File: src/logic/duart_status_pkg.sv
package duart_status_pkg;
   // APB register map, byte addresses; channel B sits one stride above A
   localparam logic [7:0] STATUS_OFS = 8'h00;
   localparam logic [7:0] COMMAND_OFS = 8'h04;
   localparam logic [7:0] RX_QUEUE_OFS = 8'h08;
   localparam logic [7:0] TX_QUEUE_OFS = 8'h0c;
   localparam logic [7:0] CHAN_STRIDE = 8'h10;
   localparam logic [7:0] OPSEL_OFS = 8'h20;
   localparam logic [7:0] LATCH_OFS = 8'h24;
   localparam logic [7:0] MODE_OFS = 8'h28;
   // Reset values
   localparam logic [7:0] OPSEL_RST = 8'h00;
   localparam logic [7:0] LATCH_RST = 8'h00;
   localparam logic [3:0] MODE_RST = 4'h0;
   // Mode register: per channel, bit 2c parity on, bit 2c+1 multidrop
   localparam int MODE_PAR = 0;
   localparam int MODE_MDROP = 1;
   // Queue depth
   localparam logic [3:0] QUEUE_DEPTH = 4'd8;
   // Command fields
   localparam int CMD_RX_EN = 0;
   localparam int CMD_RX_DIS = 1;
   localparam int CMD_TX_EN = 2;
   localparam int CMD_TX_DIS = 3;
   localparam logic [3:0] CMD_RST_RX = 4'h2;
   localparam logic [3:0] CMD_RST_TX = 4'h3;
   localparam logic [3:0] CMD_RST_ERR = 4'h4;
   localparam logic [3:0] CMD_RST_BRKCHG = 4'h5;
   localparam logic [3:0] CMD_PD_ON = 4'he;
   localparam logic [3:0] CMD_PD_OFF = 4'hf;
   // Status bit positions
   localparam int ST_BRK = 7;
   localparam int ST_FE = 6;
   localparam int ST_PE = 5;
   localparam int ST_OE = 4;
   localparam int ST_EMT = 3;
   localparam int ST_TRDY = 2;
   localparam int ST_FULL = 1;
   localparam int ST_RRDY = 0;
   // Pin 3 and pin 2 select codes
   localparam logic [1:0] SEL_LATCH = 2'b00;
   localparam logic [1:0] SEL_TIMER = 2'b01;
   localparam logic [1:0] SEL_TX16 = 2'b01;
   localparam logic [1:0] SEL_TX1 = 2'b10;
   localparam logic [1:0] SEL_RX1 = 2'b11;

   typedef enum logic [1:0] {
      TX_OFF = 2'b00,
      TX_ON = 2'b01,
      TX_DRAIN = 2'b11
   } tx_state_t;

   // Per character report from the receive shifter
   typedef struct packed {
      logic done;
      logic brk;
      logic ferr;
      logic perr;
      logic adflag;
      logic brk_end;
   } rx_evt_t;

   // Per character report from the transmit shifter
   typedef struct packed {
      logic to_shift;
      logic last_stop;
   } tx_evt_t;

   // Clocks and timer level that can be routed to the output pins
   typedef struct packed {
      logic ct_out;
      logic txa_16x;
      logic txa_1x;
      logic rxa_1x;
      logic txb_1x;
      logic rxb_1x;
   } pin_src_t;

   typedef struct packed {
      tx_state_t tx_st;
      logic [3:0] tx_cnt;
      logic emt;
      logic trdy;
      logic rx_en;
      logic [3:0] rx_cnt;
      logic waiting;
      logic brk_blk;
      logic brk;
      logic fe;
      logic pe;
      logic oe;
      logic full;
      logic rrdy;
      logic chg;
      logic w_brk;
      logic w_fe;
      logic w_pe;
   } chan_t;

   localparam chan_t CHAN_RST = '{tx_st: TX_OFF, default: '0};
endpackage : duart_status_pkg

File: src/logic/duart_status.sv
// Function
// - Channel B commands match A, no power-down
// - Software sends only non-conflicting commands together
// - Break takes one entry, blocks until marking
// - Break change flag on break start and end
// - Mid-character break needs next character low
// - Break bit cleared by error reset, rx reset
// - Framing error when first stop bit low
// - Parity error when parity checked and wrong
// - Multidrop puts address/data flag in parity bit
// - Overrun when full and shifter holds one
// - Overrun stays until error reset or rx reset command
// - Transmitter empty set on idle, enable, underrun
// - Transmitter empty cleared by load, disable, reset
// - Transmitter ready means queue not full
// - Ready clears on disable; loads while zero dropped
// - Full set on eighth entry, read clears unless waiting
// - Receiver ready set on entry, cleared when emptied
// - Channel B status mirrors channel A
// - Pins 7..4 latch or unmasked interrupt, open-drain
// - Pin 3 timer output open-drain
// - Pin 3 latch or channel B 1x clocks
// - Pin 2 latch or channel A clocks
// - Error reset clears break, parity, overrun
// - Break change reset command clears flag
//
// The APB register port and the register offsets are this design's own decisions.
`timescale 1ns/1ps
`default_nettype none
module duart_status
   import duart_status_pkg::*;
(
   input wire logic pclk,
   input wire logic presetn,
   input wire logic psel,
   input wire logic penable,
   input wire logic pwrite,
   input wire logic [7:0] paddr,
   input wire logic [31:0] pwdata,
   output logic [31:0] prdata,
   output logic pready,
   output logic pslverr,
   input wire rx_evt_t [1:0] rx_evt,
   input wire tx_evt_t [1:0] tx_evt,
   input wire logic [7:0] interrupt_status,
   input wire pin_src_t pin_src,
   output logic [1:0] tx_load,
   output logic [7:0] tx_data,
   output logic [1:0] rx_pop,
   output logic [1:0] tx_active,
   output logic [1:0] rx_active,
   output logic [1:0] break_change,
   output logic power_down,
   output logic [7:2] op_out,
   output logic [7:2] op_oe
);

   // ------------------------------------------------------------
   // Bus decode
   // ------------------------------------------------------------
   function automatic logic [7:0] chan_ofs(input logic c, input logic [7:0] o);
      chan_ofs = c ? 8'(o + CHAN_STRIDE) : o;
   endfunction : chan_ofs

   function automatic logic [7:0] status_byte(input chan_t s);
      status_byte = '0;
      status_byte[ST_BRK] = s.brk;
      status_byte[ST_FE] = s.fe;
      status_byte[ST_PE] = s.pe;
      status_byte[ST_OE] = s.oe;
      status_byte[ST_EMT] = s.emt;
      status_byte[ST_TRDY] = s.trdy;
      status_byte[ST_FULL] = s.full;
      status_byte[ST_RRDY] = s.rrdy;
   endfunction : status_byte

   chan_t [1:0] ch_q;
   chan_t [1:0] ch_d;
   logic [7:0] opsel_q;
   logic [7:0] latch_q;
   logic [3:0] mode_q;
   logic pd_q;
   logic pready_q;
   logic pslverr_q;
   logic [31:0] prdata_q;
   logic [1:0] tx_load_q;
   logic [7:0] tx_data_q;
   logic [1:0] rx_pop_q;
   logic [7:2] op_out_q;
   logic [7:2] op_oe_q;

   // Registered answer: no wait state, pready follows the setup cycle, so every read is a flop output
   wire setup = psel & ~penable;
   wire access = psel & penable & pready_q;
   wire wr = access & pwrite;
   wire rd = access & ~pwrite;

   wire [1:0] hit_st;
   wire [1:0] hit_cmd;
   wire [1:0] hit_rxq;
   wire [1:0] hit_txq;
   for (genvar c = 0; c < 2; c++) begin : g_dec
      assign hit_st[c] = paddr == chan_ofs(1'(c), STATUS_OFS);
      assign hit_cmd[c] = paddr == chan_ofs(1'(c), COMMAND_OFS);
      assign hit_rxq[c] = paddr == chan_ofs(1'(c), RX_QUEUE_OFS);
      assign hit_txq[c] = paddr == chan_ofs(1'(c), TX_QUEUE_OFS);
   end
   wire hit_opsel = paddr == OPSEL_OFS;
   wire hit_latch = paddr == LATCH_OFS;
   wire hit_mode = paddr == MODE_OFS;
   wire mapped = (|hit_st) | (|hit_cmd) | (|hit_rxq) | (|hit_txq) |
      hit_opsel | hit_latch | hit_mode;

   wire [7:0] rd_byte =
      hit_st[0] ? status_byte(ch_q[0]) :
      hit_st[1] ? status_byte(ch_q[1]) :
      hit_opsel ? opsel_q :
      hit_latch ? latch_q :
      hit_mode ? {4'h0, mode_q} : 8'h00;

   wire [1:0] cmd_wr = {2{wr}} & hit_cmd;
   wire [1:0] txq_wr = {2{wr}} & hit_txq;
   wire [1:0] txq_ok = txq_wr & {ch_q[1].trdy, ch_q[0].trdy};
   wire [1:0] rxq_rd = {2{rd}} & hit_rxq;
   wire [3:0] cmd_hi = pwdata[7:4];

   // ------------------------------------------------------------
   // Channel status next state
   // ------------------------------------------------------------
   always_comb begin
      for (int c = 0; c < 2; c++) begin
         logic par_on;
         logic mdrop;
         logic take;
         logic put;
         logic load;
         logic shift;
         logic [3:0] tcnt;
         par_on = mode_q[2 * c + MODE_PAR];
         mdrop = mode_q[2 * c + MODE_MDROP];
         take = 1'b0;
         put = 1'b0;
         load = 1'b0;
         shift = 1'b0;
         tcnt = '0;
         ch_d[c] = ch_q[c];

         // Clears from software go first so a same-cycle event wins
         // same decode
         if (cmd_wr[c]) begin
            if (pwdata[CMD_RX_DIS]) begin
               ch_d[c].rx_en = 1'b0;
            end
            if (pwdata[CMD_RX_EN]) begin
               ch_d[c].rx_en = 1'b1;
            end
            if (pwdata[CMD_TX_DIS] && ch_q[c].tx_st != TX_OFF) begin
               if (ch_q[c].tx_cnt == '0 && ch_q[c].emt) begin
                  ch_d[c].tx_st = TX_OFF;
                  ch_d[c].emt = 1'b0;
               end else begin
                  ch_d[c].tx_st = TX_DRAIN;
               end
               ch_d[c].trdy = 1'b0;
            end
            if (pwdata[CMD_TX_EN] && ch_q[c].tx_st != TX_ON) begin
               ch_d[c].tx_st = TX_ON;
               ch_d[c].trdy = ch_q[c].tx_cnt < QUEUE_DEPTH;
               if (ch_q[c].tx_st == TX_OFF && ch_q[c].tx_cnt == '0) begin
                  ch_d[c].emt = 1'b1;
               end
            end
            if (cmd_hi == CMD_RST_RX) begin
               ch_d[c].rx_en = 1'b0;
               ch_d[c].rx_cnt = '0;
               ch_d[c].waiting = 1'b0;
               ch_d[c].brk_blk = 1'b0;
               ch_d[c].brk = 1'b0;
               ch_d[c].fe = 1'b0;
               ch_d[c].pe = 1'b0;
               ch_d[c].oe = 1'b0;
               ch_d[c].full = 1'b0;
               ch_d[c].rrdy = 1'b0;
            end
            if (cmd_hi == CMD_RST_TX) begin
               ch_d[c].tx_st = TX_OFF;
               ch_d[c].tx_cnt = '0;
               ch_d[c].emt = 1'b0;
               ch_d[c].trdy = 1'b0;
            end
            if (cmd_hi == CMD_RST_ERR) begin
               ch_d[c].oe = 1'b0;
               ch_d[c].brk = 1'b0;
               ch_d[c].pe = 1'b0;
               ch_d[c].fe = 1'b0;
            end
            if (cmd_hi == CMD_RST_BRKCHG) begin
               ch_d[c].chg = 1'b0;
            end
         end

         // Transmit queue bookkeeping
         // loads while not ready are dropped
         load = txq_wr[c] && ch_q[c].trdy;
         shift = tx_evt[c].to_shift && ch_q[c].tx_cnt != '0;
         tcnt = 4'(ch_d[c].tx_cnt + {3'b0, load} - {3'b0, shift});
         ch_d[c].tx_cnt = tcnt;
         if (load) begin
            ch_d[c].emt = 1'b0;
            if (tcnt == QUEUE_DEPTH) begin
               ch_d[c].trdy = 1'b0;
            end
         end
         if (shift && ch_d[c].tx_st == TX_ON) begin
            ch_d[c].trdy = 1'b1;
         end
         if (tx_evt[c].last_stop && tcnt == '0) begin
            if (ch_d[c].tx_st == TX_DRAIN) begin
               ch_d[c].tx_st = TX_OFF;
               ch_d[c].emt = 1'b0;
               ch_d[c].trdy = 1'b0;
            end else if (ch_d[c].tx_st == TX_ON) begin
               ch_d[c].emt = 1'b1;
            end
         end

         // Receive side: reads pop first, then the waiting char moves in
         if (rxq_rd[c] && ch_q[c].rx_cnt != '0) begin
            if (ch_q[c].waiting) begin
               ch_d[c].waiting = 1'b0;
               ch_d[c].brk = ch_d[c].brk | ch_q[c].w_brk;
               ch_d[c].fe = ch_d[c].fe | ch_q[c].w_fe;
               ch_d[c].pe = ch_d[c].pe | ch_q[c].w_pe;
            end else begin
               ch_d[c].rx_cnt = 4'(ch_q[c].rx_cnt - 4'd1);
               ch_d[c].full = 1'b0;
               if (ch_q[c].rx_cnt == 4'd1) begin
                  ch_d[c].rrdy = 1'b0;
               end
            end
         end

         // break seen only as a whole zero character
         take = rx_evt[c].done && !ch_q[c].brk_blk &&
            (ch_q[c].rx_en || mdrop);
         if (rx_evt[c].brk_end && ch_q[c].brk_blk) begin
            ch_d[c].brk_blk = 1'b0;
            ch_d[c].chg = 1'b1;
         end
         if (take && rx_evt[c].brk) begin
            ch_d[c].brk_blk = 1'b1;
            ch_d[c].chg = 1'b1;
         end
         if (take) begin
            put = ch_d[c].rx_cnt < QUEUE_DEPTH && !ch_d[c].waiting;
            if (put) begin
               ch_d[c].rx_cnt = 4'(ch_d[c].rx_cnt + 4'd1);
               ch_d[c].rrdy = 1'b1;
               if (ch_d[c].rx_cnt == QUEUE_DEPTH) begin
                  ch_d[c].full = 1'b1;
               end
               ch_d[c].brk = ch_d[c].brk | rx_evt[c].brk;
               ch_d[c].fe = ch_d[c].fe | rx_evt[c].ferr;
               ch_d[c].pe = mdrop ? rx_evt[c].adflag :
                  ch_d[c].pe | (par_on & rx_evt[c].perr);
            end else begin
               if (ch_d[c].waiting) begin
                  ch_d[c].oe = 1'b1;
               end
               ch_d[c].waiting = 1'b1;
               ch_d[c].w_brk = rx_evt[c].brk;
               ch_d[c].w_fe = rx_evt[c].ferr;
               ch_d[c].w_pe = mdrop ? rx_evt[c].adflag :
                  par_on & rx_evt[c].perr;
            end
         end
      end
   end

   // ------------------------------------------------------------
   // Output pin selection
   // ------------------------------------------------------------
   // Bits 7..4 follow interrupt sources 4, 0, 5, 1, never masked
   // pins 7..4
   wire [7:4] irq_src = {interrupt_status[4], interrupt_status[0],
      interrupt_status[5], interrupt_status[1]};
   wire [7:4] hi_od = opsel_q[7:4];
   wire [7:4] hi_lvl = (hi_od & ~irq_src) | (~hi_od & ~latch_q[7:4]);
   wire p3_od = opsel_q[3:2] == SEL_TIMER;
   wire p3_lvl = opsel_q[3:2] == SEL_LATCH ? ~latch_q[3] :
      opsel_q[3:2] == SEL_TIMER ? pin_src.ct_out :
      opsel_q[3:2] == SEL_TX1 ? pin_src.txb_1x : pin_src.rxb_1x;
   wire p2_lvl = opsel_q[1:0] == SEL_LATCH ? ~latch_q[2] :
      opsel_q[1:0] == SEL_TX16 ? pin_src.txa_16x :
      opsel_q[1:0] == SEL_TX1 ? pin_src.txa_1x : pin_src.rxa_1x;
   // Open-drain pins only ever pull low; enable is the inverse level
   wire [7:2] od = {hi_od, p3_od, 1'b0};
   wire [7:2] lvl = {hi_lvl, p3_lvl, p2_lvl};
   wire [7:2] op_out_d = lvl & ~od;
   wire [7:2] op_oe_d = ~od | ~lvl;

   // ------------------------------------------------------------
   // Registers
   // ------------------------------------------------------------
   always_ff @(posedge pclk or negedge presetn) begin
      if (!presetn) begin
         ch_q <= {CHAN_RST, CHAN_RST};
      end else begin
         ch_q <= ch_d;
      end
   end

   always_ff @(posedge pclk or negedge presetn) begin
      if (!presetn) begin
         pready_q <= 1'b0;
         pslverr_q <= 1'b0;
         prdata_q <= '0;
      end else begin
         pready_q <= setup;
         pslverr_q <= setup & ~mapped;
         prdata_q <= setup && !pwrite ? {24'h0, rd_byte} : '0;
      end
   end

   always_ff @(posedge pclk or negedge presetn) begin
      if (!presetn) begin
         opsel_q <= OPSEL_RST;
         latch_q <= LATCH_RST;
         mode_q <= MODE_RST;
         pd_q <= 1'b0;
      end else begin
         if (wr && hit_opsel) begin
            opsel_q <= pwdata[7:0];
         end
         if (wr && hit_latch) begin
            latch_q <= pwdata[7:0];
         end
         if (wr && hit_mode) begin
            mode_q <= pwdata[3:0];
         end
         if (cmd_wr[0] && cmd_hi == CMD_PD_ON) begin
            pd_q <= 1'b1;
         end else if (cmd_wr[0] && cmd_hi == CMD_PD_OFF) begin
            pd_q <= 1'b0;
         end
      end
   end

   always_ff @(posedge pclk or negedge presetn) begin
      if (!presetn) begin
         tx_load_q <= '0;
         tx_data_q <= '0;
         rx_pop_q <= '0;
         op_out_q <= '0;
         op_oe_q <= '0;
      end else begin
         tx_load_q <= txq_ok;
         // Dropped loads must not disturb the byte handed to the shifter
         tx_data_q <= |txq_ok ? pwdata[7:0] : tx_data_q;
         rx_pop_q <= {rxq_rd[1] & (ch_q[1].rx_cnt != '0),
            rxq_rd[0] & (ch_q[0].rx_cnt != '0)};
         op_out_q <= op_out_d;
         op_oe_q <= op_oe_d;
      end
   end

   assign prdata = prdata_q;
   assign pready = pready_q;
   assign pslverr = pslverr_q;
   assign tx_load = tx_load_q;
   assign tx_data = tx_data_q;
   assign rx_pop = rx_pop_q;
   assign tx_active = {ch_q[1].tx_st != TX_OFF, ch_q[0].tx_st != TX_OFF};
   assign rx_active = {ch_q[1].rx_en, ch_q[0].rx_en};
   assign break_change = {ch_q[1].chg, ch_q[0].chg};
   assign power_down = pd_q;
   assign op_out = op_out_q;
   assign op_oe = op_oe_q;
endmodule : duart_status
`default_nettype wire

File: config.mk
export PLATFORM = sky130hd
export DESIGN_NAME = duart_status
export DESIGN_NICKNAME = d
export VERILOG_FILES = /design/src/logic/duart_status_pkg.sv /design/src/logic/duart_status.sv
export SDC_FILE = /design/constraint.sdc
export NUM_CORES = 1
export LEC_CHECK = 0
export ABC_AREA = 1
export BUFFER_PORTS_ARGS = -buffer_cell sky130_fd_sc_hd__buf_4
export CAP_MARGIN = 25
export CELL_PAD_IN_SITES_DETAIL_PLACEMENT = 0
export CELL_PAD_IN_SITES_GLOBAL_PLACEMENT = 1
export CORE_MARGIN = 4
export CORE_UTILIZATION = 36
export CTS_BUF_LIST = sky130_fd_sc_hd__clkbuf_8 sky130_fd_sc_hd__clkbuf_16
export CTS_CLUSTER_SIZE = 28
export DETAILED_ROUTE_END_ITERATION = 8
export GPL_TIMING_DRIVEN = 0
export PLACE_DENSITY_LB_ADDON = 0.1
export SLEW_MARGIN = 5
export SYNTH_ARGS = -nofsm -noshare
export SYNTH_HDL_FRONTEND = slang
export SYNTH_SLANG_ARGS = --single-unit
File: constraint.sdc
create_clock -name pclk -period 2.6 [get_ports pclk]
set_input_delay 0.52 -clock pclk [delete_from_list [all_inputs] [get_ports pclk]]
set_output_delay 0.52 -clock pclk [all_outputs]
set_load 0.01 [all_outputs]
Word level (Yosys, flattened, before mapping)
Index checks and enable logic that the tools add are counted.
- $add $sub $neg: 8
- reductions and logical operators: 77
- bitwise operators: 49
- equal/unequal tests: 32
- muxes and demuxes: 103
- magnitude comparators: 4
- operators with widths (cell ; count):
    8-bit two-way mux ; 7
    1-bit two-way mux ; 49
    2-bit two-way mux ; 24
    22-bit two-way mux ; 2
    1-bit logical AND ; 34
    8-bit by 5-bit equality test with 1-bit output, second input constant ; 4
    4-bit two-way mux ; 7
    13-bit two-way mux ; 2
    4-bit equality test, second input constant ; 6
    8-bit by 6-bit equality test with 1-bit output, second input constant ; 3
    3-bit nonzero test ; 7
    5-bit two-way mux ; 4
    3-bit two-way mux ; 6
    1-bit OR ; 18
    8-bit by 4-bit equality test with 1-bit output, second input constant ; 2
    4-bit logical NOT ; 4
    4-bit less-than comparator, second input constant ; 4
    2-bit AND reduction ; 8
    4-bit nonzero test ; 4
    6-bit two-way mux ; 2
    4-bit NOT ; 3
    6-bit NOT ; 2
    1-bit bitwise AND ; 10
    2-bit OR reduction ; 5
    other kinds (22) ; 56
- bits in registers: 105
- input bits: 75
- word-level logic and storage cells: 321
- output and inout bits: 65

Longest topological paths before layout
- depth after elaboration: 16
- mapped depth: 19
- gate-level depth less buffers: 19

Worst setup path before layout
OpenSTA, ideal clock, no wires.
- path kind: input -> register
- start point: input port paddr[5]
- end point: register ch_q[42] (netlist name)
- library setup time: 113 ps
- arrival time: 2726 ps
- stages on the path: 18
- path buffers: 0
- data required time: 2487 ps
- setup slack: -239 ps
- path through: inv_1 > nand2_1 > nor2_1 > nand2_1 > inv_1 > nand3_1 > ha_1 > inv_1 > ha_1 > fa_1 > xor2_1 > nor3_1 > and2_1 > nand2_2 > nor2_2 > nand2_1 > nand2_1 > inv_1
- RTL lines (what ; line ; source):
    start: declaration ; duart_status.sv:38 ; input wire logic [7:0] paddr,
    end signal: assignment ; duart_status.sv:307 ; ch_q <= {CHAN_RST, CHAN_RST};
    end signal: assignment ; duart_status.sv:309 ; ch_q <= ch_d;
    end: declaration ; duart_status.sv:77 ; chan_t [1:0] ch_q;

==> results.json <==
{
  "power.leakage_uw": 0.00383,
  "grt_overflow": 0,
  "totalPowerFinal_uw": 4130,
  "ios": 140,
  "crit_chain": "nand4_1 > inv_2 > buf_8 > nand4_1 > nand2_2 > nand2_1 > ha_2 > fa_2 > xor2_2 > nor3_2 > and2_4 > nand3_4 > inv_2 > nand2_2 > nand2_1 > inv_1",
  "die_w_um": 136,
  "vias_per_cell": 4.82,
  "clockPowerShare_pct": 32.9,
  "core_area_um2": 15900,
  "rsz0062_at_grt": "true",
  "final_util_pct": 47.4,
  "finalSetupViolations": 5,
  "port_buffers": 87,
  "clk_path_buf_depth": 2,
  "dieArea_um2": 18500,
  "cts.sink_count": 105,
  "grt_max_degree": 106,
  "period_minus_slack_ns": 2.66,
  "synthToLayoutAreaGrowth_pct": 28.3,
  "ctsHoldBuffers": 0,
  "drc": 0,
  "fin_skew_ns": 0.00704,
  "hpwl_um": 12100,
  "critPathLaunchType": "register",
  "powerDensity_nw_per_um2": 547,
  "hold_ws_ns": 0.119,
  "layout_setup_ws_ns": -0.0604,
  "drive_above_1_share_pct": 27.3,
  "cp_slowest_stage_delay_ns": 0.35,
  "p_sw_uw": 1310,
  "crit_path_end_kind": "register",
  "period_share_pct": 102,
  "cp.arrival_ns": 2.92,
  "synthTopCellsByArea": "dfrtp_1, nand2_1, o21ai_0",
  "ir_drop_v": 0.000553,
  "final-hold-violation-count": 0,
  "synth_most_common_cell": "nand2_1",
  "synthDistinctLibCells": 53,
  "path_depth": 16,
  "status": "finished with violations",
  "seq_area_frac_synth_pct": 44.6,
  "grt_pass1_vias": 4979,
  "die_y_um": 136,
  "slowest_stage": "dfrtp_1",
  "num_rows": 46,
  "power.sequential.fraction_pct": 43.2,
  "antenna_cells": 0,
  "synth_edf_count": 0,
  "netlist_area_um2": 5890,
  "slew_headroom_pct": 52.8,
  "wire_per_inst_um": 14.6,
  "start_util_pct": 36.9,
  "violations": "negative setup slack",
  "fin_nets": 945,
  "fin_tns_setup_ns": -0.228,
  "cts_buffers": 9,
  "path_buf_inv": 4,
  "ff2ff_path_depth": 16,
  "cts_tree": "built",
  "hp-class": "in -> async",
  "crit_fanout": 6,
  "cts_root_buffer": "clkbuf_16",
  "ys_ff_latch": 105,
  "clk_pin_slew_ns": 0.08,
  "clock_latency_ns": 0.36,
  "yosysTopAreaCellShare_pct": 44.6,
  "vias": 5175,
  "yosysTopAreaCell": "dfrtp_1",
  "synthCells": 715,
  "ctsHtreeMaxLevel": 3,
  "grt_usage_pct": 17.5,
  "synth_warnings": 0,
  "critical-path-top-delay-family": "simple AND/OR/NAND/NOR gates",
  "drt_iter0_markers": 310,
  "worstPathRequired_ns": 2.86,
  "antenna_found_initial": 0,
  "worstMarginPinSlew_ns": 0.703,
  "yosys-top-cells-count": "nand2_1, dfrtp_1, inv_1, o21ai_0, nand3_1",
  "grt_pass1_wl_um": 25300,
  "wirelength_um": 15700,
  "max_clock_freq_mhz": 376,
  "worstSetupPathType": "reg -> reg",
  "drt-pass1-iter-count": 5,
  "maxCapViolCount": 0,
  "slew_violations": 0,
  "postSynth.asyncResetShare_pct": 100,
  "p_comb_share_pct": 23.9,
  "p_int_uw": 2820,
  "switching_share_pct": 31.7,
  "finalWeightedCongestion": 0.811,
  "synth_flop_cell": "dfrtp_1",
  "antenna_left": 0,
  "syn_area_per_cell_um2": 8.24
}
layer usage:
| metal | up-vias | track usage [%] | share of wire (%) |
|---|---|---|---|
| met5 | - | 0 | 0 |
| met2 | 128 | 28.3 | 49 |
| met3 | 24 | 2.70 | 4.4 |
| met4 | 0 | 7.22 | 2.2 |
| met1 | 2468 | 23.5 | 45 |
| li1 | 2555 | - | - |
power by group through the flow:
stage	combinational (uW)	sequential [uW]	clock, uW
2_1_floorplan	579	1800	0
3_3_place_gp	789	1810	0
3_5_place_dp	820	1820	0
4_1_cts	956	1780	1390
5_1_grt	1100	1800	1460
6_report	988	1780	1360
repair_timing:
item / in CTS / in global routing
setup buffers: 11 / 5
resized for setup: 19 / 9
pin swaps: 21 / 7
endpoints found under the setup margin: 9 / 7
cells in the final DEF (no fill, tap or decap), drive strengths merged, types with 2 or more instances in the layout:
master and n:
nand4 11, inv 102, a31oi 2, ha 15, fa 2, buf 134, conb 25, nor3 10
a21o 2, a21boi 2, a21oi 31, clkinv 4, a221oi 2, o31ai 3, and2 3, nand3 48
o21ai 88, a32oi 2, o211ai 2, xor2 10, dfrtp 105, nor2 48, nand2 181, clkbuf 14
worst paths after layout:
kind                                      from         end  slack, ns
setup / recovery                        pready    ch_q[18]      -0.06
setup reg to reg                        pready    ch_q[18]      -0.06
hold / removal                         presetn  latch_q[6]       0.12
min in group pclk          interrupt_status[4]    op_oe[7]       0.34
max in group asynchronous              presetn     ch_q[7]       1.83
hold reg to reg                     latch_q[7]   op_out[7]       0.46
state kept, by name, summed over array words and instances (netlist names):
signal,flops
rx_active,2
latch_q,8
pready,1
op_out,6
pslverr,1
op_oe,6
tx_data,8
opsel_q,8
ch_q,46
break_change,2
tx_load,2
power_down,1
rx_pop,2
mode_q,4
prdata,8
worst register-to-register path: stages (launching register included):
cell	delay (ns)
dfrtp_1	0.35
nand4_1	0.17
inv_2	0.15
buf_8	0.14
nand4_1	0.21
nand2_2	0.14
nand2_1	0.07
ha_2	0.18
fa_2	0.35
xor2_2	0.16
nor3_2	0.15
and2_4	0.19
nand3_4	0.08
inv_2	0.09
nand2_2	0.05
nand2_1	0.06
inv_1	0.04
area by class of cell:
type                            count  area, um2
Clock buffer                       10        239
Timing Repair Buffer              104        825
Inverter                          101        412
Tap cell                          216        270
Fill cell                        1574       8390
Clock inverter                      6       51.3
Buffer                             34        245
Sequential cell                   105       2630
Multi-Input combinational cell    498       2890
logic make-up after synthesis:
| group | synth area share, % |
|---|---|
| other cells | 0.128 |
| simple gates | 25.3 |
| buf+inv | 10.7 |
| xor+xnor | 2.08 |
| compound gates | 13.2 |
| flops | 44.6 |
| mux | 0.170 |
| fa+ha+maj | 3.87 |
per-stage QoR:
step / setup slack [ns] / cell area, um2 / instances
global placement: -0.622 / 6970 / 1041
finish: -0.0604 / 7560 / 1074
floorplan: -0.195 / 6040 / 738
CTS: -0.0685 / 7440 / 1068
detailed placement: -0.707 / 6970 / 1041
global route: -0.179 / 7560 / 1074
No activity file was read; power rests on OpenSTA's default activity.
